===== src/rtl/tw_pkg.sv =====
package tw_pkg;

  // Register indices; the byte address of each register is four times its index.
  localparam logic [13:0] IDX_FREE_WORD_LO = 14'h0300;
  localparam logic [13:0] IDX_FREE_WORD_HI = 14'h0301;
  localparam logic [13:0] IDX_AVG_INTERVAL = 14'h0318;
  localparam logic [13:0] IDX_AVG_OPTIONS = 14'h031B;
  localparam logic [13:0] IDX_LOOP_CTRL = 14'h0A01;
  localparam logic [13:0] IDX_HIST_CLEAR = 14'h0A03;
  localparam logic [13:0] IDX_STATUS = 14'h0D10;
  localparam logic [13:0] IDX_EVENT_MASK = 14'h0D12;
  localparam logic [13:0] IDX_STORED_AVG_LO = 14'h0D14;
  localparam logic [13:0] IDX_STORED_AVG_HI = 14'h0D15;

  // Field positions.
  localparam int OPT_K_LSB = 0;
  localparam int OPT_PERSIST_BIT = 3;
  localparam int OPT_FALLBACK_BIT = 4;
  localparam int LOOP_REF_LSB = 0;
  localparam int LOOP_FORCE_REF_BIT = 4;
  localparam int LOOP_FREE_RUN_BIT = 5;
  localparam int LOOP_USER_HOLD_BIT = 6;
  localparam int CLEAR_HIST_BIT = 2;
  localparam int STAT_VALID_BIT = 0;
  localparam int STAT_UPDATED_BIT = 1;
  localparam int STAT_STATE_LSB = 4;
  localparam int STAT_REF_LSB = 8;
  localparam int MASK_UPDATED_BIT = 0;

  // Reset values.
  localparam logic [47:0] RST_FREE_WORD = 48'h0000_0000_0000;
  localparam logic [23:0] RST_AVG_INTERVAL = 24'h00_0001;
  localparam logic [7:0] RST_AVG_OPTIONS = 8'h00;
  localparam logic [7:0] RST_LOOP_CTRL = 8'h00;
  localparam logic [7:0] RST_EVENT_MASK = 8'h00;

  // Timing: one millisecond of the 40 ns system clock.
  localparam int CLK_PERIOD_NS = 40;
  localparam int MS_NS = 1000000;
  localparam int MS_CYCLES = MS_NS / CLK_PERIOD_NS;

  // Averaging arithmetic widths and divider length.
  localparam int WORD_W = 48;
  localparam int CNT_W = 40;
  localparam int SUM_W = 88;
  localparam logic [6:0] DIV_STEPS = 7'h58;

  typedef enum logic [3:0] {
    ST_FREE_RUN = 4'b0001,
    ST_CLOSED = 4'b0010,
    ST_HOLDOVER = 4'b0100,
    ST_SWITCH = 4'b1000
  } loop_state_e;

endpackage


===== src/rtl/tuning_word_history_holdover.sv =====
`timescale 1ns/1ps

module tuning_word_history_holdover #(
  parameter int unsigned MS_CYCLES = tw_pkg::MS_CYCLES
) (
  // Clock and reset
  input wire logic clk_sys_i,
  input wire logic rstn_i,
  // APB slave
  input wire logic psel_i,
  input wire logic penable_i,
  input wire logic pwrite_i,
  input wire logic [15:0] paddr_i,
  input wire logic [31:0] pwdata_i,
  output logic [31:0] prdata_o,
  output logic pready_o,
  output logic pslverr_o,
  // Loop filter and reference monitors
  input wire logic [47:0] loop_word_i,
  input wire logic loop_word_valid_i,
  input wire logic [3:0] ref_valid_i,
  // Multifunction pins
  input wire logic mf_hist_clear_i,
  output logic mf_strobe_o,
  // Synthesizer and loop control
  output logic [47:0] tuning_word_o,
  output logic closed_loop_o,
  output logic profile_load_o,
  output logic [1:0] profile_ref_o,
  output logic lock_freeze_o
);

  function automatic logic idx_hit(input logic [15:0] addr, input logic [13:0] idx);
    idx_hit = (addr[15:2] == idx) && (addr[1:0] == 2'b00);
  endfunction

  // Registers.
  logic [47:0] free_running_tuning_word;
  logic [23:0] averaging_interval_timer;
  logic [7:0] averaging_options;
  logic [7:0] loop_state_control;
  logic [7:0] event_mask;
  logic [47:0] stored_average_word;
  logic hist_valid;
  logic hist_updated;

  // Loop state.
  tw_pkg::loop_state_e state;
  tw_pkg::loop_state_e next_state;
  logic [1:0] active_ref;
  logic [47:0] hold_word;

  // Accumulation.
  logic [tw_pkg::SUM_W-1:0] acc_sum;
  logic [tw_pkg::CNT_W-1:0] acc_cnt;
  logic [23:0] ms_count;
  logic [19:0] ms_div;
  logic first_interval;
  logic [2:0] mid_shift;

  // Divider.
  logic div_busy;
  logic [6:0] div_steps;
  logic [tw_pkg::SUM_W-1:0] div_quo;
  logic [tw_pkg::CNT_W:0] div_rem;
  logic [tw_pkg::CNT_W-1:0] div_den;

  // Pin synchroniser and bus.
  logic clr_pin_meta;
  logic clr_pin_sync;
  logic bus_wr;
  logic bus_rd;

  assign bus_wr = psel_i & penable_i & pready_o & pwrite_i;
  assign bus_rd = psel_i & penable_i & ~pready_o & ~pwrite_i;

  // Reference selection.
  logic [1:0] sel_ref;
  logic sel_ok;
  logic force_free;
  logic user_hold;
  logic new_ref;
  always_comb begin
    sel_ref = 2'b00;
    if (loop_state_control[tw_pkg::LOOP_FORCE_REF_BIT]) begin
      sel_ref = loop_state_control[tw_pkg::LOOP_REF_LSB +: 2];
    end else begin
      for (int i = 3; i >= 0; i--) begin
        if (ref_valid_i[i]) begin
          sel_ref = 2'(i);
        end
      end
    end
  end
  assign sel_ok = ref_valid_i[sel_ref];
  assign force_free = loop_state_control[tw_pkg::LOOP_FREE_RUN_BIT];
  assign user_hold = loop_state_control[tw_pkg::LOOP_USER_HOLD_BIT];

  always_comb begin
    next_state = state;
    unique case (state)
      tw_pkg::ST_FREE_RUN: begin
        if (!force_free) begin
          next_state = sel_ok && !user_hold ? tw_pkg::ST_CLOSED : tw_pkg::ST_HOLDOVER;
        end
      end
      tw_pkg::ST_CLOSED: begin
        if (force_free) begin
          next_state = tw_pkg::ST_FREE_RUN;
        end else if (user_hold || !sel_ok) begin
          next_state = tw_pkg::ST_HOLDOVER;
        end else if (sel_ref != active_ref) begin
          next_state = tw_pkg::ST_SWITCH;
        end
      end
      tw_pkg::ST_SWITCH: begin
        next_state = force_free ? tw_pkg::ST_FREE_RUN : tw_pkg::ST_CLOSED;
      end
      tw_pkg::ST_HOLDOVER: begin
        if (force_free) begin
          next_state = tw_pkg::ST_FREE_RUN;
        end else if (!user_hold && sel_ok) begin
          next_state = tw_pkg::ST_CLOSED;
        end
      end
      default: next_state = tw_pkg::ST_FREE_RUN;
    endcase
  end

  // A lock or a switchover onto a reference other than the last one restarts the history.
  // It is taken on entry to switchover, because active_ref already follows the new one after it.
  assign new_ref = ((next_state == tw_pkg::ST_CLOSED) || (next_state == tw_pkg::ST_SWITCH)) &&
                   (sel_ref != active_ref);

  // Loop state, profile and holdover word.
  always_ff @(posedge clk_sys_i or negedge rstn_i) begin
    if (!rstn_i) begin
      state <= tw_pkg::ST_FREE_RUN;
      active_ref <= 2'b00;
      hold_word <= 48'h0000_0000_0000;
      profile_load_o <= 1'b0;
      profile_ref_o <= 2'b00;
      lock_freeze_o <= 1'b0;
      closed_loop_o <= 1'b0;
    end else begin
      state <= next_state;
      profile_load_o <= next_state != state;
      closed_loop_o <= next_state == tw_pkg::ST_CLOSED;
      lock_freeze_o <= next_state == tw_pkg::ST_SWITCH;
      if (next_state == tw_pkg::ST_CLOSED || next_state == tw_pkg::ST_SWITCH) begin
        active_ref <= sel_ref;
        profile_ref_o <= sel_ref;
      end
      // Latched on every entry to holdover or switchover, so holdover straight from free-run has a word too.
      if (next_state != state && (next_state == tw_pkg::ST_HOLDOVER || next_state == tw_pkg::ST_SWITCH)) begin
        if (hist_valid) begin
          hold_word <= stored_average_word;
        end else if (averaging_options[tw_pkg::OPT_FALLBACK_BIT]) begin
          hold_word <= tuning_word_o;
        end else begin
          hold_word <= free_running_tuning_word;
        end
      end
    end
  end

  // Word fed to the synthesizer.
  always_ff @(posedge clk_sys_i or negedge rstn_i) begin
    if (!rstn_i) begin
      tuning_word_o <= tw_pkg::RST_FREE_WORD;
    end else begin
      unique case (state)
        tw_pkg::ST_FREE_RUN: tuning_word_o <= free_running_tuning_word;
        tw_pkg::ST_CLOSED: tuning_word_o <= loop_word_i;
        default: tuning_word_o <= hold_word;
      endcase
    end
  end

  // History clear sources.
  logic clear_hist;
  logic restart;
  always_ff @(posedge clk_sys_i or negedge rstn_i) begin
    if (!rstn_i) begin
      clr_pin_meta <= 1'b0;
      clr_pin_sync <= 1'b0;
    end else begin
      clr_pin_meta <= mf_hist_clear_i;
      clr_pin_sync <= clr_pin_meta;
    end
  end
  assign clear_hist = clr_pin_sync || (bus_wr && idx_hit(paddr_i, tw_pkg::IDX_HIST_CLEAR) &&
                      pwdata_i[tw_pkg::CLEAR_HIST_BIT]) ||
                      (new_ref && !averaging_options[tw_pkg::OPT_PERSIST_BIT]);
  assign restart = clear_hist || new_ref;

  // Interval timing and sample accumulation.
  logic ms_tick;
  logic full_end;
  logic mid_point;
  logic launch;
  assign ms_tick = (state == tw_pkg::ST_CLOSED) && (ms_div == 20'(MS_CYCLES - 1));
  assign full_end = ms_tick && ((ms_count + 24'h00_0001) >= averaging_interval_timer);
  assign mid_point = first_interval && (mid_shift != 3'b000) &&
                     (ms_count >= (averaging_interval_timer >> mid_shift));
  assign launch = full_end || (mid_point && !div_busy && acc_cnt != '0);

  always_ff @(posedge clk_sys_i or negedge rstn_i) begin
    if (!rstn_i) begin
      acc_sum <= '0;
      acc_cnt <= '0;
      ms_count <= 24'h00_0000;
      ms_div <= 20'h0_0000;
      first_interval <= 1'b1;
      mid_shift <= 3'b000;
      mf_strobe_o <= 1'b0;
    end else begin
      mf_strobe_o <= full_end;
      if (restart) begin
        acc_sum <= '0;
        acc_cnt <= '0;
        ms_count <= 24'h00_0000;
        ms_div <= 20'h0_0000;
        first_interval <= clear_hist;
        mid_shift <= clear_hist ? averaging_options[tw_pkg::OPT_K_LSB +: 3] : 3'b000;
      end else if (state == tw_pkg::ST_CLOSED) begin
        ms_div <= ms_tick ? 20'h0_0000 : ms_div + 20'h0_0001;
        if (full_end) begin
          // Each interval starts from the sample of its boundary cycle alone, so the mean never mixes intervals.
          acc_sum <= tw_pkg::SUM_W'(loop_word_valid_i ? loop_word_i : 48'h0000_0000_0000);
          acc_cnt <= tw_pkg::CNT_W'(loop_word_valid_i);
          ms_count <= 24'h00_0000;
          first_interval <= 1'b0;
          mid_shift <= 3'b000;
        end else begin
          if (loop_word_valid_i) begin
            acc_sum <= acc_sum + tw_pkg::SUM_W'(loop_word_i);
            acc_cnt <= acc_cnt + tw_pkg::CNT_W'(1);
          end
          if (ms_tick) begin
            ms_count <= ms_count + 24'h00_0001;
          end
          // A checkpoint with no samples yet, or a busy divider, is simply passed or retried.
          if (mid_point && (acc_cnt == '0 || !div_busy)) begin
            mid_shift <= mid_shift - 3'b001;
          end
        end
      end
    end
  end

  // Sequential restoring divider; the mean is ready 88 cycles after launch.
  logic [tw_pkg::CNT_W:0] rem_shift;
  logic [tw_pkg::CNT_W:0] rem_diff;
  assign rem_shift = {div_rem[tw_pkg::CNT_W-1:0], div_quo[tw_pkg::SUM_W-1]};
  assign rem_diff = rem_shift - {1'b0, div_den};

  always_ff @(posedge clk_sys_i or negedge rstn_i) begin
    if (!rstn_i) begin
      div_busy <= 1'b0;
      div_steps <= 7'h00;
      div_quo <= '0;
      div_rem <= '0;
      div_den <= '0;
      stored_average_word <= 48'h0000_0000_0000;
      hist_valid <= 1'b0;
    end else begin
      if (clear_hist) begin
        div_busy <= 1'b0;
        hist_valid <= 1'b0;
      end else if (launch && acc_cnt != '0) begin
        div_busy <= 1'b1;
        div_steps <= tw_pkg::DIV_STEPS;
        div_quo <= acc_sum;
        div_rem <= '0;
        div_den <= acc_cnt;
      end else if (div_busy) begin
        if (!rem_diff[tw_pkg::CNT_W]) begin
          div_rem <= rem_diff;
          div_quo <= {div_quo[tw_pkg::SUM_W-2:0], 1'b1};
        end else begin
          div_rem <= rem_shift;
          div_quo <= {div_quo[tw_pkg::SUM_W-2:0], 1'b0};
        end
        div_steps <= div_steps - 7'h01;
        if (div_steps == 7'h01) begin
          div_busy <= 1'b0;
          stored_average_word <= !rem_diff[tw_pkg::CNT_W] ? {div_quo[46:0], 1'b1} : {div_quo[46:0], 1'b0};
          hist_valid <= 1'b1;
        end
      end
    end
  end

  // Software registers.
  always_ff @(posedge clk_sys_i or negedge rstn_i) begin
    if (!rstn_i) begin
      free_running_tuning_word <= tw_pkg::RST_FREE_WORD;
      averaging_interval_timer <= tw_pkg::RST_AVG_INTERVAL;
      averaging_options <= tw_pkg::RST_AVG_OPTIONS;
      loop_state_control <= tw_pkg::RST_LOOP_CTRL;
      event_mask <= tw_pkg::RST_EVENT_MASK;
    end else if (bus_wr) begin
      if (idx_hit(paddr_i, tw_pkg::IDX_FREE_WORD_LO)) begin
        free_running_tuning_word[31:0] <= pwdata_i;
      end
      if (idx_hit(paddr_i, tw_pkg::IDX_FREE_WORD_HI)) begin
        free_running_tuning_word[47:32] <= pwdata_i[15:0];
      end
      if (idx_hit(paddr_i, tw_pkg::IDX_AVG_INTERVAL)) begin
        averaging_interval_timer <= pwdata_i[23:0];
      end
      if (idx_hit(paddr_i, tw_pkg::IDX_AVG_OPTIONS)) begin
        averaging_options <= pwdata_i[7:0];
      end
      if (idx_hit(paddr_i, tw_pkg::IDX_LOOP_CTRL)) begin
        loop_state_control <= pwdata_i[7:0];
      end
      if (idx_hit(paddr_i, tw_pkg::IDX_EVENT_MASK)) begin
        event_mask <= pwdata_i[7:0];
      end
    end
  end

  // History-updated flag: a strobe in the same cycle as its clear keeps it set.
  logic upd_clear;
  assign upd_clear = bus_wr && idx_hit(paddr_i, tw_pkg::IDX_STATUS) && pwdata_i[tw_pkg::STAT_UPDATED_BIT];
  always_ff @(posedge clk_sys_i or negedge rstn_i) begin
    if (!rstn_i) begin
      hist_updated <= 1'b0;
    end else if (full_end && event_mask[tw_pkg::MASK_UPDATED_BIT]) begin
      hist_updated <= 1'b1;
    end else if (upd_clear) begin
      hist_updated <= 1'b0;
    end
  end

  // APB answer: one wait state so that read data and ready come from flip-flops.
  logic [31:0] rd_mux;
  logic rd_hit;
  always_comb begin
    rd_mux = 32'h0000_0000;
    rd_hit = 1'b1;
    if (idx_hit(paddr_i, tw_pkg::IDX_FREE_WORD_LO)) begin
      rd_mux = free_running_tuning_word[31:0];
    end else if (idx_hit(paddr_i, tw_pkg::IDX_FREE_WORD_HI)) begin
      rd_mux = {16'h0000, free_running_tuning_word[47:32]};
    end else if (idx_hit(paddr_i, tw_pkg::IDX_AVG_INTERVAL)) begin
      rd_mux = {8'h00, averaging_interval_timer};
    end else if (idx_hit(paddr_i, tw_pkg::IDX_AVG_OPTIONS)) begin
      rd_mux = {24'h00_0000, averaging_options};
    end else if (idx_hit(paddr_i, tw_pkg::IDX_LOOP_CTRL)) begin
      rd_mux = {24'h00_0000, loop_state_control};
    end else if (idx_hit(paddr_i, tw_pkg::IDX_HIST_CLEAR)) begin
      rd_mux = 32'h0000_0000;
    end else if (idx_hit(paddr_i, tw_pkg::IDX_EVENT_MASK)) begin
      rd_mux = {24'h00_0000, event_mask};
    end else if (idx_hit(paddr_i, tw_pkg::IDX_STATUS)) begin
      rd_mux[tw_pkg::STAT_VALID_BIT] = hist_valid;
      rd_mux[tw_pkg::STAT_UPDATED_BIT] = hist_updated;
      rd_mux[tw_pkg::STAT_STATE_LSB +: 4] = state;
      rd_mux[tw_pkg::STAT_REF_LSB +: 2] = active_ref;
    end else if (idx_hit(paddr_i, tw_pkg::IDX_STORED_AVG_LO)) begin
      rd_mux = stored_average_word[31:0];
    end else if (idx_hit(paddr_i, tw_pkg::IDX_STORED_AVG_HI)) begin
      rd_mux = {16'h0000, stored_average_word[47:32]};
    end else begin
      rd_hit = 1'b0;
    end
  end

  always_ff @(posedge clk_sys_i or negedge rstn_i) begin
    if (!rstn_i) begin
      pready_o <= 1'b0;
      pslverr_o <= 1'b0;
      prdata_o <= 32'h0000_0000;
    end else begin
      pready_o <= psel_i & penable_i & ~pready_o;
      pslverr_o <= psel_i & penable_i & ~pready_o & ~rd_hit;
      prdata_o <= bus_rd ? rd_mux : 32'h0000_0000;
    end
  end

endmodule


===== config.mk =====
export PLATFORM = sky130hd
export DESIGN_NAME = tuning_word_history_holdover
export DESIGN_NICKNAME = d
export VERILOG_FILES = /design/src/rtl/tw_pkg.sv /design/src/rtl/tuning_word_history_holdover.sv
export SDC_FILE = /design/constraint.sdc
export NUM_CORES = 2
export LEC_CHECK = 0
export BUFFER_PORTS_ARGS = -buffer_cell sky130_fd_sc_hd__buf_2
export CORE_UTILIZATION = 30
export CTS_BUF_LIST = sky130_fd_sc_hd__clkbuf_16
export DETAILED_ROUTE_END_ITERATION = 6
export GPL_TIMING_DRIVEN = 0
export MAX_ROUTING_LAYER = met4
export PLACE_DENSITY = 0.57
export SLEW_MARGIN = 15
export SYNTH_ARGS = -nofsm -noshare
export SYNTH_HDL_FRONTEND = slang
export SYNTH_SLANG_ARGS = --single-unit

===== constraint.sdc =====
create_clock -name clk_sys_i -period 4.2 [get_ports clk_sys_i]
set_input_delay 0.63 -clock clk_sys_i [delete_from_list [all_inputs] [get_ports clk_sys_i]]
set_output_delay 0.63 -clock clk_sys_i [all_outputs]
set_load 0.01 [all_outputs]

==> reports/qor.txt <==
status -> complete, but fails checks
CTS tree -> done
Mapped Area -> 36400 µm²
Tot GR Track Use -> 22.5%
htree depth -> 3
overall power consumption -> 14.8 mW
R2R Path End -> div_den[36]$_DFFE_PN0P_
worst skew pair latency -> 0.66 ns
DP Wirelength -> 101 mm
Fin. Hold Viols -> 0
post-synthesis instance total -> 3853
Hold Path Class -> input pin to flop
via-per-instance ratio -> 5.53
worst-path cell chain -> and3_4 > and2_4 > and4_4 > and3_4 > and3_4 > and3_4 > and3_4 > xor2_2 > ha_1 > and4_4 > nand2_4 > a2111o_1 > a21o_4 > o21a_1 > nor2_4 > buf_12 > nand2_8 > clkbuf_16 > mux2_2
asr flop ratio synth -> 100%
die height -> 350 µm
clock tree buffer depth -> 3
CP required -> 4.72 ns
reg2reg setup slack -> -0.32 ns
flop and latch count out of synthesis -> 640
Critical Path Slowest Stage Cell -> dfrtp_2
Max-slew headroom -> 17.7%
r2r startpoint -> ms_count[6]$_DFFE_PN0P_
crit path max fanout -> 8
Avg Cell Area, Syn -> 9.43 µm²
Hold EP -> clr_pin_meta$_DFF_PN0_
P_sw -> 4.18 mW
CTS clock-pin slew for the worst setup and hold paths -> 0.06 ns
Final nets -> 4496
Final ANT Viol Nets -> 0
Routed wire per std cell -> 23.6 µm
largest net degree at the start of global routing -> 103
Logic pwr share -> 12.2%
first-pass GRT wire length -> 203 mm
num ports -> 195
number of synthesized flops with an enable pin -> 0
starting DRC count in detailed routing -> 3610
MaxCap Viol Count -> 0
HP Start -> mf_hist_clear_i
Rows -> 127
RSZ-0062 raised after global routing -> yes
hold depth -> 1
P_int -> 10.6 mW
GRT overflow -> 0
Initial Util -> 30.3%
vias in the first global route -> 30552
placed cell area -> 39700 µm²
DRT Pass-1 Iters -> 7
Critical Path Start Type -> flop
# setup viols final -> 343
WP data arrival -> 5.04 ns
final setup margin -> -0.324 ns
clock skew -> 0.0303 ns
met1 wire length -> 62.2 mm
Tightest Pin Transition -> 1.23 ns
Reg power frac -> 44.2%
DR top layer -> met4
crit-path max cell delay -> 0.41 ns
crit path time final -> 4.52 ns
Root Buffer -> clkbuf_16
register area share after synthesis -> 44.1%
final wirelength -> 140 mm
Setup CP Type -> flop to flop
vias -> 32821
final period utilization -> 108%
cell mode on critical path -> and3_4
post-synth cell types -> 95
Sw Ratio -> 28.3%
pre-CTS WS -> -2.82 ns
post-synth net total -> 4106
synth warn -> 0
number of buffers added on ports -> 193
main flop type after synthesis -> dfrtp_1
VDD IR max -> 0.000268 V
Clock power frac -> 43.6%
Setup TNS -> -62.46 ns
layout cell share with drive strength beyond 1 -> 25.1%
drc violations -> 7
Detail Route met3 WL -> 12.6 mm
design area -> 46400 µm²
Slew Limit Fails -> 0
FF-to-FF path depth -> 19
Worst setup EP type -> flop
total CTS buffers -> 78
initial antenna violation count -> 18
static leakage -> 20.6 nW
synthesis-to-finish area growth -> 27.7%
CTS Sinks -> 640
core area -> 120000 µm²
total die area -> 123000 µm²
fmax -> 221 MHz
Die W -> 350 µm
violated checks -> DRC, setup timing
met2 WL -> 61.2 mm
routability cong. -> 0.946
PD cells -> 318 nW/µm²
==> stage by stage <==
| step | utilization, % | hold slack [ns] | cells |
|---|---|---|---|
| after floorplan | - | 0.331 | 3853 |
| after global placement | 32.9 | 0.339 | 5658 |
| after detailed placement | 33.1 | 0.348 | 5667 |
| after CTS | 36.9 | 0.0750 | 5881 |
| after global routing | 38.7 | 0.0889 | 5930 |
| final | 38.7 | 0.102 | 5931 |
==> layer usage <==
| metal | global-route usage [%] | vias up |
|---|---|---|
| met3 | 4.76 | 220 |
| met5 | - | - |
| met1 | 31.7 | 16499 |
| met2 | 32.4 | 1383 |
| met4 | 6.25 | 0 |
| li1 | - | 14719 |
==> cells by family after synthesis <==
kind of cell	synth area share [%]
xor+xnor	4.14
flops	44.1
simple gates	15.1
buf+inv	3.48
mux	11.0
compound gates	17.2
fa+ha+maj	5.07
==> area by class of cell <==
class,count,area (µm²)
multi-input cells,2890,21100
flip-flops and latches,640,16000
fillers,11777,73600
clock inverters,63,373
repair buffers,318,2820
diodes,13,32.5
inverters,104,398
plain buffers,211,1700
well taps,1612,2020
clock buffers,80,2000
==> synthesized netlist by cell type (all sizes together) (11+ instances only) <==
master    n  area share [%]
nand4    39            0.67
and2     23            0.40
mux2    160             5.0
a222oi   17            0.47
a22o     15            0.36
a22oi    94             2.0
ha      144             5.0
nand2b   22            0.38
nor3     60            0.85
xor2     90             2.2
clkbuf  158             1.6
xnor2    82             2.0
o31ai    24            0.53
nor2    261             2.7
o21bai   11            0.23
or4      11            0.23
inv     104             1.1
a31oi    30            0.52
nor2b    19            0.33
buf      62            0.77
nand2   523             5.4
o21ai   378             5.2
and3     56            0.96
a21o     57             1.2
nor4     23            0.40
dfrtp   637              44
o21a     19            0.39
mux4     12            0.74
mux2i   192             5.3
or3      16            0.28
nand3   114             1.6
a21oi   230             3.2
a211oi   16            0.33
==> power by group through the flow <==
stage	logic, mW	registers, mW	clock network [mW]
6_report	1.80	6.52	6.44
2_1_floorplan	0.953	6.52	0
4_1_cts	1.61	6.47	6.52
3_5_place_dp	1.51	6.57	0
5_1_grt	1.97	6.53	6.76
3_3_place_gp	1.47	6.57	0
==> timing repair <==
action / 4_1_cts / 5_1_grt
setup endpoints to repair: 383 / 426
cloned: 22 / 17
hold buffers: 1 / 0
buffers inserted: 52 / 34
gates resized for setup: 478 / 511
pin swaps: 84 / 94
hold endpoints to repair: 52 / 0
==> state kept, by name (all words and copies together) (netlist names), 32 cells and up <==
| register | count |
|---|---|
| hold_word | 48 |
| div_rem | 40 |
| div_quo | 88 |
| tuning_word_o | 48 |
| free_running_tuning_word | 48 |
| stored_average_word | 48 |
| acc_cnt | 40 |
| div_den | 40 |
| acc_sum | 88 |
| prdata_o | 32 |
==> how the worst max path moves through the flow <==
stage / startpoint / to / slack, ns / cells past startpoint
4_1_cts: ms_count[7]$_DFFE_PN0P_ / div_den[36]$_DFFE_PN0P_ / -0.37 / 20
3_5_place_dp: ms_count[0]$_DFFE_PN0P_ / acc_sum[39]$_DFFE_PN0P_ / -2.82 / 19
3_3_place_gp: rstn_i / div_quo[67]$_DFFE_PN0P_ / -11.76 / 1
2_1_floorplan: ms_count[7]$_DFFE_PN0P_ / stored_average_word[39]$_DFFE_PN0P_ / -0.08 / 21
6_report: ms_count[6]$_DFFE_PN0P_ / div_den[36]$_DFFE_PN0P_ / -0.32 / 19
5_1_grt: ms_count[6]$_DFFE_PN0P_ / div_den[34]$_DFFE_PN0P_ / -0.36 / 19
==> layout by cell type (no fill, tap or decap), drive strengths merged, types with 15 or more instances in the layout <==
cell and count:
mux2 160, inv 128, a22o 15, dfrtp 637, nand2b 22, a21oi 230
nand4 39, nand3 114, and3 56, o21a 19, a21o 57, nor2b 19
mux2i 192, nor3 60, a22oi 94, a222oi 17, buf 374, xnor2 82
clkbuf 234, a211oi 16, nor2 261, or3 16, nor4 23, a31oi 30
xor2 90, clkinv 35, o31ai 24, ha 144, nand2 523, o21ai 378
and2 24
==> worst max-delay path, delay by kind of cell (launching register included) <==
kind / cells / cell delay (ns)
adders and majority gates: 1 / 0.32
and+or+nand+nor: 11 / 1.93
AOI/OAI and AO/OA: 3 / 0.85
DFF: 1 / 0.41
xor gates and xnor gates: 1 / 0.15
muxes: 1 / 0.27
buffers and inverters: 2 / 0.44
Note: power is estimated with default switching activity, not from simulation.
